### config.mk
export PLATFORM = sky130hd
export DESIGN_NAME = tolat_top
export DESIGN_NICKNAME = d
export VERILOG_FILES = /design/src/tolat_pkg.sv /design/src/tolat_edge.sv /design/src/tolat_irq.sv /design/src/tolat_top.sv
export SDC_FILE = /design/constraint.sdc
export NUM_CORES = 1
export LEC_CHECK = 0
export BUFFER_PORTS_ARGS = -buffer_cell sky130_fd_sc_hd__clkbuf_2
export CORE_ASPECT_RATIO = 1.1
export CORE_UTILIZATION = 50
export CTS_CLUSTER_DIAMETER = 150
export CTS_CLUSTER_SIZE = 8
export DETAILED_ROUTE_END_ITERATION = 7
export PLACE_DENSITY = 0.76
export REMOVE_ABC_BUFFERS = 1
export SLEW_MARGIN = 20
export SYNTH_ARGS = -nofsm -noshare
export SYNTH_HDL_FRONTEND = slang
export SYNTH_SLANG_ARGS = --single-unit
### constraint.sdc
create_clock -name CLOCK -period 3.7 [get_ports CLOCK]
set_input_delay 0.37 -clock CLOCK [delete_from_list [all_inputs] [get_ports CLOCK]]
set_output_delay 0.37 -clock CLOCK [all_outputs]
set_load 0.02 [all_outputs]
### src/tolat_pkg.sv
// package for the triggered output latch: constants, register map and types
package tolat_pkg;
	localparam int NUM_BYTES = 6;
	localparam int ADDR_W = 4;
	localparam logic [ADDR_W-1:0] ADDR_OUT0 = 4'h0;
	localparam logic [ADDR_W-1:0] ADDR_OUT5 = 4'h5;
	localparam logic [ADDR_W-1:0] ADDR_CTRL = 4'h8;
	localparam logic [ADDR_W-1:0] ADDR_STAT = 4'h9;
	localparam logic [ADDR_W-1:0] ADDR_UCNT = 4'ha;
	localparam logic [ADDR_W-1:0] ADDR_IRQS = 4'hb;
	localparam logic [ADDR_W-1:0] ADDR_IMSK = 4'hc;
	localparam int CTRL_MODE_BIT = 0;
	localparam int CTRL_FCLR_BIT = 1;
	localparam int STAT_SEEN_BIT = 0;
	localparam int STAT_OVF_BIT = 1;
	localparam int STAT_UND_BIT = 2;
	localparam int STAT_PEND_BIT = 3;
	localparam int IRQ_W = 3;
	localparam logic [7:0] OUT_RESET = 8'h00;
	localparam logic [7:0] UCNT_RESET = 8'h00;
	localparam logic [1:0] CTRL_RESET = 2'h0;
	typedef enum logic [0:0] {
		TOLAT_IMMEDIATE = 1'b0,
		TOLAT_TRIGGERED = 1'b1
	} tolat_mode_e;
endpackage

### src/tolat_edge.sv
// trigger synchroniser and edge detector
`timescale 1ns/100ps
module tolat_edge (
	input wire logic CLOCK,
	input wire logic RST_N,
	input wire logic din,
	output logic rise,
	output logic fall
);
	import tolat_pkg::*;
	typedef struct packed {
		logic s1;
		logic s2;
		logic s3;
	} tolat_edge_s;
	tolat_edge_s st, next_st;

	always_comb begin
		next_st = st;
		next_st.s1 = din;
		next_st.s2 = st.s1;
		next_st.s3 = st.s2;
		if (!RST_N) begin
			next_st = '0;
		end
	end

	always_ff @(posedge CLOCK) begin
		st <= next_st;
	end

	// edges only from the synchronised stages, one pulse per edge
	assign rise = st.s2 & ~st.s3;
	assign fall = ~st.s2 & st.s3;
endmodule

### src/tolat_irq.sv
// sticky event status with write-one-to-clear and mask
`timescale 1ns/100ps
module tolat_irq (
	input wire logic CLOCK,
	input wire logic RST_N,
	input wire logic [tolat_pkg::IRQ_W-1:0] events,
	input wire logic clr_we,
	input wire logic mask_we,
	input wire logic [tolat_pkg::IRQ_W-1:0] wdata,
	output logic [tolat_pkg::IRQ_W-1:0] status,
	output logic [tolat_pkg::IRQ_W-1:0] mask,
	output logic irq
);
	import tolat_pkg::*;
	typedef struct packed {
		logic [IRQ_W-1:0] status;
		logic [IRQ_W-1:0] mask;
	} tolat_irq_s;
	tolat_irq_s st, next_st;

	always_comb begin
		next_st = st;
		// a set in the clearing cycle wins
		if (clr_we) begin
			next_st.status = st.status & ~wdata;
		end
		next_st.status = next_st.status | events;
		if (mask_we) begin
			next_st.mask = wdata;
		end
		if (!RST_N) begin
			next_st = '0;
		end
	end

	always_ff @(posedge CLOCK) begin
		st <= next_st;
	end

	assign status = st.status;
	assign mask = st.mask;
	assign irq = |(st.status & st.mask);
endmodule

### src/tolat_top.sv
// triggered output latch: six byte groups, immediate or trigger-updated
//
// Chosen here: the address-and-strobe port and the register offsets.
`timescale 1ns/100ps
module tolat_top (
	input wire logic CLOCK,
	input wire logic RST_N,
	input wire logic [tolat_pkg::ADDR_W-1:0] ADDR,
	input wire logic [7:0] WDATA,
	input wire logic WR,
	input wire logic RD,
	output logic [7:0] RDATA,
	input wire logic EXT_TRIG,
	output logic [15:0] PORT0,
	output logic [15:0] PORT1,
	output logic [15:0] PORT2,
	output logic IRQ
);
	import tolat_pkg::*;

	typedef struct packed {
		logic [NUM_BYTES-1:0][7:0] outq;
		logic [NUM_BYTES-1:0][7:0] hold;
		logic [NUM_BYTES-1:0] written;
		logic [1:0] ctrl;
		logic seen;
		logic ovf;
		logic pend;
		logic [7:0] ucnt;
		logic [7:0] rdata;
	} tolat_top_s;

	tolat_top_s st, next_st;
	logic rise, fall;
	logic [IRQ_W-1:0] irq_status, irq_mask, events;
	logic out_we, triggered, fclr, underrun, overflow;

	function automatic logic is_out_addr(input logic [ADDR_W-1:0] a);
		return (a >= ADDR_OUT0) && (a <= ADDR_OUT5);
	endfunction

	////////////////////////////////////////////////////////////////////////////

	tolat_edge u_edge (
		.CLOCK(CLOCK),
		.RST_N(RST_N),
		.din(EXT_TRIG),
		.rise(rise),
		.fall(fall)
	);

	tolat_irq u_irq (
		.CLOCK(CLOCK),
		.RST_N(RST_N),
		.events(events),
		.clr_we(WR && ADDR == ADDR_IRQS),
		.mask_we(WR && ADDR == ADDR_IMSK),
		.wdata(WDATA[IRQ_W-1:0]),
		.status(irq_status),
		.mask(irq_mask),
		.irq(IRQ)
	);

	////////////////////////////////////////////////////////////////////////////

	assign out_we = WR && is_out_addr(ADDR);
	assign triggered = (st.ctrl[CTRL_MODE_BIT] == TOLAT_TRIGGERED);
	assign fclr = st.ctrl[CTRL_FCLR_BIT];
	// underrun: edge arrives with nothing written since the last transfer
	assign underrun = triggered && rise && !st.pend && !out_we;
	assign overflow = triggered && out_we && st.written[ADDR[2:0]] && !rise;
	assign events = {underrun, overflow, triggered && rise};

	always_comb begin
		next_st = st;
		next_st.rdata = 8'h00;
		if (triggered && rise) begin
			next_st.outq = st.hold;
			next_st.written = '0;
			next_st.pend = 1'b0;
			next_st.seen = 1'b1;
			if (underrun) begin
				next_st.ucnt = st.ucnt + 8'h01;
			end
		end
		if (triggered && fall && fclr) begin
			next_st.outq = '0;
			next_st.hold = '0;
		end
		if (out_we) begin
			if (triggered) begin
				// only the buffer moves; latest write wins at the next edge
				next_st.hold[ADDR[2:0]] = WDATA;
				next_st.pend = 1'b1;
				if (!rise) begin
					next_st.written[ADDR[2:0]] = 1'b1;
				end
				next_st.seen = 1'b0;
			end else begin
				next_st.outq[ADDR[2:0]] = WDATA;
				next_st.hold[ADDR[2:0]] = WDATA;
			end
		end
		if (overflow) begin
			next_st.ovf = 1'b1;
		end
		if (WR && ADDR == ADDR_CTRL) begin
			next_st.ctrl = WDATA[1:0];
		end
		if (WR && ADDR == ADDR_STAT && WDATA[STAT_OVF_BIT]) begin
			next_st.ovf = overflow;
		end
		if (WR && ADDR == ADDR_UCNT) begin
			next_st.ucnt = UCNT_RESET;
		end
		if (RD) begin
			case (ADDR)
				ADDR_CTRL: next_st.rdata = {6'h00, st.ctrl};
				ADDR_STAT: next_st.rdata = {4'h0, st.pend, 1'b0, st.ovf, st.seen};
				ADDR_UCNT: next_st.rdata = st.ucnt;
				ADDR_IRQS: next_st.rdata = {5'h00, irq_status};
				ADDR_IMSK: next_st.rdata = {5'h00, irq_mask};
				default: begin
					if (is_out_addr(ADDR)) begin
						next_st.rdata = st.outq[ADDR[2:0]];
					end else begin
						next_st.rdata = 8'h00;
					end
				end
			endcase
		end
		if (!RST_N) begin
			next_st = '0;
			next_st.ctrl = CTRL_RESET;
			next_st.ucnt = UCNT_RESET;
		end
	end

	always_ff @(posedge CLOCK) begin
		st <= next_st;
	end

	// three connectors of sixteen lines each, two byte groups per port
	assign PORT0 = {st.outq[1], st.outq[0]};
	assign PORT1 = {st.outq[3], st.outq[2]};
	assign PORT2 = {st.outq[5], st.outq[4]};
	assign RDATA = st.rdata;
endmodule

# Word level (Yosys, flattened, before mapping)
# Cells that the tools add are included.
# word_totals
reg_bits	132
input_bits	17
# classes
n_addsub	1
magnitude_cmp	4
n_eq_ne	5
muxes	29
n_bitwise	10
n_reduce_logical	25
# ops
operator	count
102-bit two-way mux	1
48-bit bitwise mux	2
48-bit two-way mux	2
96-bit two-way mux	1
8-bit one-hot mux with 5 select lines	1
8-bit two-way mux	4
8-bit binary-select mux with 3-bit select	1
8-bit demux with 3-bit select	1
4-bit equality test, second input constant	5
6-bit two-way mux	3
1-bit logical AND	17
1-bit two-way mux	9
9-bit two-way mux	1
8-bit by 1-bit adder with 8-bit output, second input constant	1
3-bit AND	2
6-bit bitwise OR	1
4-bit by 1-bit >= comparator with 1-bit output, second input constant	1
4-bit by 3-bit less-or-equal comparator with 1-bit output, second input constant	1
3-bit by 4-bit less-than comparator with 1-bit output, second input constant	1
2-bit AND reduction	2
1-bit binary-select mux with 3-bit select	1
1-bit demux with 3-bit select	1
3-bit by 1-bit >= comparator with 1-bit output, second input constant	1
1-bit zero test	3
other kinds (8)	11

# Longest topological paths before layout
# Gate-level depths: netlist of the first run.
# depth
word_depth	9
ltp_mapped	7

# Modules after synthesis
# From an unflattened synthesis of the first run, not the netlist that was laid out.
# unflattened
hier_cells	797
hier_area_um2	7081.8
# by_module_without_submodules
module	n_inst	cells_per_inst	area_each_um2	seq_area_each_um2
tolat_top	1	766	6762.7	2462.4
tolat_irq	1	23	227.7	120.1
tolat_edge	1	8	91.3	60.1

# Worst setup path after synthesis of the first run
# OpenSTA, ideal clock, no wires.
# synth_path
kind	in2reg
startpoint	input ADDR[1] (netlist bit)
endpoint	register st[15] (netlist bit)
setup_time_ns	0.073
arrival_time_ns	1.607
required_ns	3.627
setup_slack_ns	2.020
cell_stages	5
path_buffers	1
path_cell_list	buf_2 nand2_1 a211o_1 or4_1 a21oi_1
# synth_via
elab_chain_len	6
elab_cells_between_ends	10
cone_classes	order compare: 2; eq/ne: 1; reduce/logical: 7
# synth_rtl
item	line	text
start, declared	tolat_top.sv:8	input wire logic [tolat_pkg::ADDR_W-1:0] ADDR,
4-bit by 1-bit >= comparator with 1-bit output or 4-bit by 3-bit less-or-equal comparator with 1-bit output (tied branches)	tolat_top.sv:39	return (a >= ADDR_OUT0) && (a <= ADDR_OUT5);
1-bit logical AND	tolat_top.sv:39	
1-bit logical AND	tolat_top.sv:66	assign out_we = WR && is_out_addr(ADDR);
1-bit zero test	tolat_top.sv:70	assign underrun = triggered && rise && !st.pend && !out_we;
1-bit logical AND	tolat_top.sv:70	
2-bit AND reduction (no line)	-	
end signal, assigned	tolat_top.sv:140	st <= next_st;
end, declared	tolat_top.sv:33	tolat_top_s st, next_st;
# Several ways; a longest one is shown, not always the timed one.
# A chain may end at the register's enable or synchronous reset.

# Worst setup path after layout of the first run
# layout_path
startpoint	register st[19] (netlist bit)
endpoint	register st[15] (netlist bit)
# layout_via
elab_chain_len	4
# layout_rtl
item	line
1-bit logical AND *	tolat_top.sv:70, tolat_top.sv:77
1-bit logical AND (2 in series)	tolat_top.sv:70
2-bit AND reduction (no line) *	-
# Mark *: on every way between the ends. The rest lies on a longest branch, timed or not.

==> run_results.csv, run 1 <==
group,metric,value,unit
status,status,"finished, final reports clean",
detailed_routing,post-route-drc-count,0,
finish,final_common_cell,"dfxtp_1",
pwr,seqPwrFrac,0.423,
grt,track_usage,0.2920,
critical_path,path_class,"register to register",
pwr,power,0.003438,W
clocking,post-cts-setup-buffers,0,
sta,worst_pin_slew,0.7694,ns
clocking,htree_levels,4,
detailed_routing,routed_wl,18510,um
floorplanning,io_pins,74,
sta,slew_violations,0,
floorplanning,core.rowCount,42,
synth,seq_area_frac_synth,0.4164,
synth,synth_ff_type,"dfxtp_1",
clocking,clock_path_buffers,2,
sta,hold_violations,0,
critical_path,reg2reg_depth,4,
sta,fmax,450.1,MHz
floorplanning,die_x,109.4,um
floorplanning,core,12190,um^2
pwr,switchingPower,0.0007765,W
finish,fin_util,0.5715,
critical_path,cp-end-kind,"register",
detailed_routing,first_pass_iters,5,
finish,fin_nets,722,
critical_path,required,4.05,ns
run,cap_viol_max_count,0,
sta,timing.hold.ws,0.1626,ns
clocking,cts_resized,0,
finish,drive_gt1_frac,0.1760,
floorplanning,die_area,13150,um^2
floorplanning,die_h,120.2,um
synth,ys_ff_latch,132,
grt,grt_pass1_wl,28520,um
clocking,cts_buffers,17,
finish,diodes,0,
synth,ys_warn_count,0,
critical_path,crit_start,"st[19]$_SDFFE_PN0P_",
pwr,power_density,493.3,nW/um^2
grt,antenna_found_initial,0,
sta,period_share,0.6004,
clocking,ctsHoldBuffers,0,
pwr,sw_frac_of_total,0.2259,
detailed_routing,avgRoutedWirePerCell,21.27,um
grt,gr-total-overflow,0,
detailed_routing,first_iter_violations,495,
floorplanning,start_util,0.5205,
detailed_routing,vias_per_cell,6.286,
clocking,cts_tree,"built",
sta,rsz0062_at_grt,"no",
clocking,clock_sinks,132,
placed_design,place.gp.congestion,0.8817,
synth,syn_inst,710,
detailed_routing,vias,5469,
grt,grt_pass1_vias,5262,
synth,yosysUniqueCellTypes,55,
critical_path,reg2reg_slack,1.48,ns
pwr,ir_drop,381.0,uV
clocking,clk_latency,0.42,ns
critical_path,slowest_stage,"dfxtp_1",
critical_path,start_kind,"register",
sta,setup_viol,0,
sta,finClkSkew,0.008398,ns
synth,ys_async_sr_fraction,0,
placed_design,place_area,6337,um^2
synth,synth_edf_count,0,
critical_path,crit_chain,"nand3b_1, a211o_1, or4_1, a21oi_1",
placed_design,portBuffers,73,
pwr,power.share.clock,0.516,
critical_path,timing.rr.end,"st[15]$_SDFFE_PP0P_",
synth,postSynthAreaPerCell,8.938,um^2
critical_path,path_max_fanout,11,
sta,fin_crit,2.222,ns
pwr,p_int,0.002661,W
clocking,clk_pin_slew_worst_paths,0.06,ns
hold_path,min_path_cells,2,
critical_path,r2r_start,"st[19]$_SDFFE_PN0P_",
finish,syn_to_final_growth,9.799,%
critical_path,critPathMaxStageDelay,0.60,ns
grt,grt_max_degree,55,
synth,netlist_area,6346,um^2
finish,final_area,6968,um^2
sta,slew-limit-headroom,0.4871,
critical_path,cp-endpoint,"st[15]$_SDFFE_PP0P_",
placed_design,place.detailed.hpwl,12270,um
clocking,cts-root-buf,"clkbuf_16",
detailed_routing,ant_nets,0,
pwr,p_comb_frac,0.061,
critical_path,arrival,2.57,ns
pwr,p_leak,2.978,nW
hold_path,worstHoldPathType,"input pin to register",
finish,final_cell_mix,"132 x dfxtp_1, 83 x mux2i_1, 73 x clkbuf_2",
==> stage by stage <==
stage,setup WS (ns),std cells,setup TNS (ns)
6_report,1.478,870,0
5_1_grt,1.416,870,0
4_1_cts,1.576,870,0
3_5_place_dp,1.300,839,0
3_3_place_gp,1.352,839,0
2_1_floorplan,-0.004466,601,-0.004466
==> state kept, by name, indices dropped and copies added, names as in the netlist <==
signal,cells
u_irq.status,3
PORT1,16
u_irq.mask,3
st,66
PORT0,16
RDATA,8
PORT2,16
fclr,1
u_edge.st,3
==> metal layers <==
metal | vias to the layer above | GRT usage | wire, um
met2 | 312 | 0.4458 | 8622
met4 | 0 | 0.1758 | 933
met1 | 2600 | 0.3719 | 7242
met3 | 78 | 0.06681 | 1711
li1 | 2479 | - | -
met5 | - | 0 | 0
==> power groups by stage <==
| stage | clock network [W] | logic [W] | registers, W |
|---|---|---|---|
| final | 0.00178 | 0.000210 | 0.00145 |
| after global routing | 0.00184 | 0.000221 | 0.00145 |
| after CTS | 0.00178 | 0.000203 | 0.00145 |
| after detailed placement | 0 | 0.000201 | 0.00148 |
| after global placement | 0 | 0.000196 | 0.00148 |
| after floorplan | 0 | 0.0000899 | 0.00149 |
==> cells in the mapped netlist (all sizes together) (3+ instances only) <==
cell / instances / area (um^2)
a211oi: 3 / 22.52
o22ai: 41 / 256.5
buf: 72 / 504.2
a32o: 3 / 30.03
nand3: 58 / 290.3
xnor2: 3 / 26.28
and3: 4 / 25.02
o21ai: 25 / 125.1
dfxtp: 132 / 2643
a2111oi: 4 / 41.29
o31ai: 3 / 22.52
a2bb2oi: 8 / 70.07
nor2b: 5 / 31.28
mux2: 3 / 33.78
a22oi: 6 / 45.04
mux2i: 83 / 830.8
and2: 30 / 187.7
o211ai: 8 / 60.06
nor4b: 3 / 32.53
nand2: 55 / 206.5
inv: 8 / 30.03
clkbuf: 37 / 145.1
mux4: 3 / 67.56
nand3b: 5 / 37.54
nor2: 41 / 158.9
a21oi: 38 / 190.2
nor3: 6 / 35.03
==> worst max-delay path: cells and delay by family (launching register included) <==
kind             cells  cell delay [ns]
AO/OA/AOI/OAI        2             0.57
AND/OR/NAND/NOR      2             0.97
flip-flops           1             0.60
==> area by class of cell <==
type / count / area, um^2
fillers: 1068 / 5224
multi-input cells: 461 / 3024
flip-flops and latches: 132 / 2643
clock buffers: 24 / 511.7
repair buffers: 84 / 447.9
well taps: 154 / 192.7
clock inverters: 7 / 118.9
inverters: 8 / 30.03
==> worst min-delay path by stage <==
stage	startpoint	to	slack, ns
finish	EXT_TRIG	u_edge.st[2]$_SDFF_PN0_	0.16
global placement	u_edge.st[2]$_SDFF_PN0_	u_edge.st[1]$_SDFF_PN0_	0.41
CTS	EXT_TRIG	u_edge.st[2]$_SDFF_PN0_	0.16
detailed placement	u_edge.st[2]$_SDFF_PN0_	u_edge.st[1]$_SDFF_PN0_	0.43
global route	EXT_TRIG	u_edge.st[2]$_SDFF_PN0_	0.17
floorplan	u_edge.st[2]$_SDFF_PN0_	u_edge.st[1]$_SDFF_PN0_	0.41
==> cell families after synthesis <==
family,share of synthesized area
muxes,0.1469
buffers and inverters,0.1071
adders and majority gates,0.001971
xor gates and xnor gates,0.004141
DFF,0.4164
and+or+nand+nor,0.1727
AOI/OAI and AO/OA,0.1508
Power figures use the tool's default switching activity.
==> inputs of run 2 (changes only) <==
==> constraint.sdc (replaced) <==
create_clock -name CLOCK -period 2.3 [get_ports CLOCK]
set_input_delay 0.23 -clock CLOCK [delete_from_list [all_inputs] [get_ports CLOCK]]
set_output_delay 0.23 -clock CLOCK [all_outputs]
set_load 0.02 [all_outputs]
==> run 2 against run 1 <==
Sequential cell count did not move. Clock skew rose by 0.0011 ns. Worst setup slack got worse by 1.1 ns. Highest routed layer unchanged. Power rose by 64%. Fmax rose by 18%. Combinational power rose by 67%. Register-to-register slack got worse by 1.1 ns. First-iteration DRC count rose by 29%.
==> run_results.csv, run 2 (synthesis results as in run 1) <==
group,metric,value,unit
detailed_routing,first_pass_iters,6,
floorplanning,io_pins,74,
floorplanning,die_area,13150,um^2
sta,fmax,529.9,MHz
clocking,htree_levels,4,
grt,grt_pass1_wl,29130,um
sta,hold_violations,0,
finish,regMostFlops,"st",
clocking,ctsHoldBuffers,0,
pwr,sw_frac_of_total,0.2334,
clocking,cts-root-buf,"clkbuf_16",
critical_path,required,2.65,ns
finish,filler_cell_count,1043,
clocking,post-cts-setup-buffers,0,
grt,grt_max_degree,55,
critical_path,critPathMaxStageDelay,0.52,ns
pwr,p_int,0.004318,W
sta,fin_crit,1.887,ns
grt,track_usage,0.2950,
critical_path,path_class,"register to register",
detailed_routing,routed_wl,18630,um
sta,setup_tns,0,ns
detailed_routing,avgRoutedWirePerCell,21.05,um
finish,drive_gt1_frac,0.1943,
sta,period_share,0.8205,
sta,setup_viol,0,
sta,slew_violations,0,
finish,fin_nets,736,
run,cap_viol_max_count,0,
clocking,cts_buffers,17,
sta,slew-limit-headroom,0.6135,
critical_path,slowest_stage,"or4_1",
finish,diodes,0,
grt,gr-total-overflow,0,
detailed_routing,first_iter_violations,639,
clocking,cts_tree,"built",
floorplanning,core.rowCount,42,
detailed_routing,vias_per_cell,6.334,
floorplanning,die_x,109.4,um
finish,final_common_cell,"dfxtp_1",
pwr,switchingPower,0.001315,W
clocking,clk_latency,0.42,ns
pwr,p_leak,3.054,nW
pwr,p_comb_frac,0.062,
status,status,"finished, final reports clean",
critical_path,path_max_fanout,8,
sta,rsz0062_at_grt,"no",
placed_design,place.detailed.hpwl,12520,um
critical_path,start_kind,"register",
finish,final_cell_mix,"132 x dfxtp_1, 83 x mux2i_1, 73 x clkbuf_2",
floorplanning,core,12190,um^2
detailed_routing,vias,5606,
floorplanning,die_h,120.2,um
sta,timing.hold.ws,0.01633,ns
detailed_routing,post-route-drc-count,0,
placed_design,portBuffers,73,
critical_path,arrival,2.24,ns
pwr,ir_drop,514.8,uV
grt,antenna_found_initial,0,
sta,finClkSkew,0.009500,ns
grt,grt_pass1_vias,5444,
critical_path,crit_chain,"nand3b_1, a211o_1, or4_1, a21oi_1",
clocking,cts_resized,0,
sta,worst_pin_slew,0.5651,ns
pwr,power.share.clock,0.523,
floorplanning,start_util,0.5205,
finish,largest_reg_flops,66,
clocking,clock_path_buffers,2,
detailed_routing,ant_nets,0,
pwr,seqPwrFrac,0.415,
finish,final_cell_count_no_fill,885,
placed_design,place.gp.congestion,0.9002,
hold_path,worstHoldPathType,"input pin to register",
clocking,clock_sinks,132,
pwr,power_density,792.0,nW/um^2
finish,syn_to_final_growth,12.07,%
placed_design,placed_cells,853,
critical_path,cp-end-kind,"register",
clocking,clk_pin_slew_worst_paths,0.06,ns
-- run 2: cell types whose count changed in the layout (fill, tap and decap cells not counted), sizes merged --
cell / previous run / this run
buf: 11 / 25
bufinv: 3 / 4
clkbuf: 97 / 93
clkinv: 2 / 4
clkinvlp: 2 / 4
-- run 2: metal layers --
| layer | vias to the layer above | wire (um) | track usage | share of wire |
|---|---|---|---|---|
| met1 | 2638 | 7300 | 0.3839 | 0.39 |
| met5 | - | 0 | 0 | 0 |
| met4 | 0 | 937 | 0.1792 | 0.050 |
| met3 | 77 | 1863 | 0.05703 | 0.10 |
| li1 | 2517 | - | - | - |
| met2 | 374 | 8531 | 0.4473 | 0.46 |
-- run 2: critical path, delay by kind of cell, from the launching register on --
kind | cells | cell delay (ns)
and+or+nand+nor | 2 | 0.93
AOI/OAI and AO/OA | 2 | 0.58
DFF | 1 | 0.32
-- run 2: final cells by class --
cell class	instances	area, um^2	area share
Clock buffer	20	466.7	0.06562
Clock inverter	12	177.7	0.02498
Inverter	8	30.03	0.004222
Multi-Input combinational cell	461	3024	0.4252
Sequential cell	132	2643	0.3716
Tap cell	154	192.7	0.02709
Timing Repair Buffer	98	578.1	0.08128
-- run 2: power groups by stage --
stage	registers, W	logic, W	clock network (W)
3_5_place_dp	0.00238	0.000338	0
2_1_floorplan	0.00239	0.000145	0
4_1_cts	0.00233	0.000340	0.00295
6_report	0.00233	0.000351	0.00295
3_3_place_gp	0.00238	0.000332	0
5_1_grt	0.00234	0.000368	0.00305
-- run 2: metrics by stage --
stage | cell area [um^2] | util | setup slack, ns | power [W]
6_report | 7112 | 0.5833 | 0.4129 | 0.005633
3_5_place_dp | 6467 | 0.5305 | 0.3475 | 0.002722
2_1_floorplan | 5697 | - | -1.404 | 0.002538
3_3_place_gp | 6467 | 0.5305 | 0.4444 | 0.002715
5_1_grt | 7112 | 0.5833 | 0.3376 | 0.005759
4_1_cts | 7112 | 0.5833 | 0.4281 | 0.005628
-- run 2: path summary, 6_finish.rpt --
kind	from	endpoint	slack, ns	cells after the start
setup / recovery	u_edge.st[0]$_SDFF_PN0_	st[15]$_SDFFE_PP0P_	0.41	4
hold / removal	EXT_TRIG	u_edge.st[2]$_SDFF_PN0_	0.02	2
setup reg to reg	u_edge.st[0]$_SDFF_PN0_	st[15]$_SDFFE_PP0P_	0.41	4
hold reg to reg	u_edge.st[2]$_SDFF_PN0_	u_edge.st[1]$_SDFF_PN0_	0.45	1
==> inputs of run 3 (changes only) <==
--- a/config.mk
+++ b/config.mk
@@ -5,13 +5,14 @@
 export SDC_FILE = /design/constraint.sdc
 export NUM_CORES = 1
 export LEC_CHECK = 0
+export ABC_AREA = 1
 export BUFFER_PORTS_ARGS = -buffer_cell sky130_fd_sc_hd__clkbuf_2
 export CORE_ASPECT_RATIO = 1.1
 export CORE_UTILIZATION = 50
 export CTS_CLUSTER_DIAMETER = 150
 export CTS_CLUSTER_SIZE = 8
 export DETAILED_ROUTE_END_ITERATION = 7
-export PLACE_DENSITY = 0.76
+export PLACE_DENSITY = 0.78
 export REMOVE_ABC_BUFFERS = 1
 export SLEW_MARGIN = 20
 export SYNTH_ARGS = -nofsm -noshare
==> constraint.sdc (replaced) <==
create_clock -name CLOCK -period 1.7 [get_ports CLOCK]
set_input_delay 0.17 -clock CLOCK [delete_from_list [all_inputs] [get_ports CLOCK]]
set_output_delay 0.17 -clock CLOCK [all_outputs]
set_load 0.02 [all_outputs]
==> run 3 against run 2 <==
Sequential cell count is the same. Global-route usage grew 1.6 points. Clock power grew 22%. Register-to-register slack lost 0.27 ns. Largest power group unchanged. Core utilization shrank 0.60 points. Critical path depth grew 1. Highest routed layer unchanged. Fmax grew 21%. Via count grew 22%. Sequential power grew 36%. Worst setup slack lost 0.27 ns. Critical endpoint is now st[8]$_SDFFE_PP0P_.
==> run_results.csv, run 3 <==
group,metric,value,unit
grt,grt_pass1_wl,32650,um
detailed_routing,first_iter_violations,732,
placed_design,portBuffers,73,
synth,netlist_area,6778,um^2
floorplanning,die_area,14030,um^2
clocking,cts_buffers,17,
sta,slew_violations,0,
detailed_routing,post-route-drc-count,0,
detailed_routing,vias,6833,
critical_path,crit_start,"st[19]$_SDFFE_PN0P_",
clocking,cts_resized,0,
placed_design,place.gp.congestion,1.026,
critical_path,reg2reg_depth,5,
critical_path,cp-end-kind,"register",
clocking,clock_path_buffers,2,
synth,syn_inst,1035,
clocking,clk_latency,0.43,ns
sta,hold_violations,0,
critical_path,required,2.06,ns
critical_path,reg2reg_slack,0.14,ns
pwr,ir_drop,595.8,uV
detailed_routing,routed_wl,20890,um
grt,grt_pass1_vias,6264,
pwr,p_leak,3.596,nW
finish,syn_to_final_growth,12.55,%
finish,drive_gt1_frac,0.1626,
floorplanning,core,13210,um^2
placed_design,place_ws,0.09344,ns
critical_path,cp-endpoint,"st[8]$_SDFFE_PP0P_",
floorplanning,core.rowCount,44,
synth,synth.largest_area_cell,"dfxtp_1",
run,cap_viol_max_count,0,
synth,ys_ff_latch,132,
sta,fmax,641.4,MHz
synth,synth_common_cells,"292 x nand2_1, 132 x dfxtp_1, 129 x nor2_1, 98 x a21oi_1, 74 x nand3_1",
clocking,cts_tree,"built",
detailed_routing,ant_nets,0,
pwr,seqPwrFrac,0.432,
critical_path,start_kind,"register",
pwr,p_comb_frac,0.079,
hold_path,worstHoldPathType,"input pin to register",
sta,period_share,0.9171,
clocking,htree_levels,4,
sta,slew-limit-headroom,0.7003,
floorplanning,die_x,113.0,um
pwr,power.share.clock,0.488,
grt,grt_max_degree,46,
clocking,clock_sinks,132,
critical_path,path_max_fanout,11,
grt,gr-total-overflow,0,
sta,setup_tns,0,ns
grt,antenna_found_initial,0,
clocking,ctsHoldBuffers,1,
pwr,switchingPower,0.001749,W
finish,final_common_cell,"nand2_1",
placed_design,place.detailed.hpwl,14750,um
finish,diodes,0,
clocking,cts-root-buf,"clkbuf_16",
critical_path,arrival,1.92,ns
synth,synth.area.top_cells,"dfxtp_1 39%, nand2_1 16%, a21oi_1 7.2%, nor2_1 7.1%, buf_4 6.8%",
critical_path,timing.rr.end,"st[8]$_SDFFE_PP0P_",
synth,synth_edf_count,0,
detailed_routing,first_pass_iters,5,
critical_path,crit_chain,"nand3_2, nor2_1, nand2_1, or2_0, a21oi_1",
finish,fin_nets,1078,
sta,fin_crit,1.559,ns
finish,fin_util,0.5774,
sta,setup_ws,0.1410,ns
pwr,sw_frac_of_total,0.2378,
critical_path,slowest_stage,"dfxtp_1",
synth,synth_ff_type,"dfxtp_1",
pwr,p_int,0.005605,W
placed_design,place_area,7051,um^2
sta,timing.hold.ws,0.1256,ns
finish,regMostFlops,"st",
synth,postSynthAreaPerCell,6.549,um^2
finish,final_cell_mix,"292 x nand2_1, 132 x dfxtp_1, 129 x nor2_1",
sta,worst_pin_slew,0.4479,ns
synth,seq_area_frac_synth,0.3899,
synth,ys_warn_count,0,
critical_path,r2r_start,"st[19]$_SDFFE_PN0P_",
sta,setup_viol,0,
floorplanning,io_pins,74,
status,status,"finished, final reports clean",
finish,largest_reg_flops,66,
detailed_routing,vias_per_cell,5.551,
clocking,clk_pin_slew_worst_paths,0.06,ns
synth,synth_most_common_cell,"nand2_1",
critical_path,critPathMaxStageDelay,0.44,ns
clocking,post-cts-setup-buffers,0,
synth,yosysUniqueCellTypes,31,
detailed_routing,avgRoutedWirePerCell,16.97,um
critical_path,path_class,"register to register",
sta,finClkSkew,0.01326,ns
floorplanning,die_h,124.1,um
floorplanning,start_util,0.5130,
finish,final_area,7629,um^2
sta,rsz0062_at_grt,"no",
synth,ys_async_sr_fraction,0,
pwr,power_density,964.0,nW/um^2
grt,track_usage,0.3106,
synth,yosysTopAreaCellShare,0.3899,
==> run 3: cell types whose count changed after synthesis, sizes merged, moves of 8 or more <==
cell,change
a21oi,+60
o22ai,-41
nand3,+18
clkbuf,-11
inv,+72
a2bb2oi,-8
buf,+11
nand2,+244
o21ai,+45
and2,-30
nor2,+97
mux2i,-83
==> run 3: cell families after synthesis <==
group,synth area share
AND/OR/NAND/NOR,0.3223
AO/OA/AOI/OAI,0.1385
adder cells (fa/ha/maj),0.001846
buffers and inverters,0.1436
XOR/XNOR,0.003877
flip-flops,0.3899
==> run 3: critical path, delay by kind of cell, from the launching register on <==
family	cells	cell delay, ns
AO/OA/AOI/OAI	1	0.12
AND/OR/NAND/NOR	4	0.93
flip-flops	1	0.44
==> run 3: layout make-up <==
class                      instances  area, um^2
inverter                          81       304.0
timing repair buffer             115       745.7
tap                              161       201.4
clock buffer                      25       495.5
sequential                       132        2643
clock inverter                     4       72.57
multi-input combinational        713        3167
fill                            1266        5584
==> run 3: metrics by stage <==
stage	std cells	power (W)
2_1_floorplan	926	0.003517
3_3_place_gp	1201	0.003807
3_5_place_dp	1201	0.003810
4_1_cts	1231	0.007369
5_1_grt	1231	0.007591
6_report	1231	0.007354
==> run 3: layer usage <==
layer / routed length, um / global-route usage / up-vias / part of all wire
li1: - / - / 3297 / -
met1: 8788 / 0.3976 / 3111 / 0.42
met2: 9322 / 0.4751 / 358 / 0.45
met3: 1864 / 0.08467 / 67 / 0.089
met4: 918 / 0.1719 / 0 / 0.044
met5: 0 / 0 / - / 0
==> run 3: how the worst min path moves through the flow <==
stage / from / to / cells after the start
2_1_floorplan: RST_N / u_edge.st[1]$_SDFF_PN0_ / 2
3_3_place_gp: EXT_TRIG / u_edge.st[2]$_SDFF_PN0_ / 3
3_5_place_dp: EXT_TRIG / u_edge.st[2]$_SDFF_PN0_ / 3
4_1_cts: WDATA[1] / st[52]$_SDFF_PN0_ / 3
5_1_grt: WDATA[1] / st[52]$_SDFF_PN0_ / 3
6_report: WDATA[1] / st[52]$_SDFF_PN0_ / 3
==> run 3: power by group through the flow <==
stage | registers (W) | clock network (W) | logic, W
after CTS | 0.00318 | 0.00362 | 0.000570
after global placement | 0.00325 | 0 | 0.000562
after global routing | 0.00318 | 0.00378 | 0.000631
after detailed placement | 0.00325 | 0 | 0.000565
after floorplan | 0.00326 | 0 | 0.000254
final | 0.00318 | 0.00359 | 0.000584
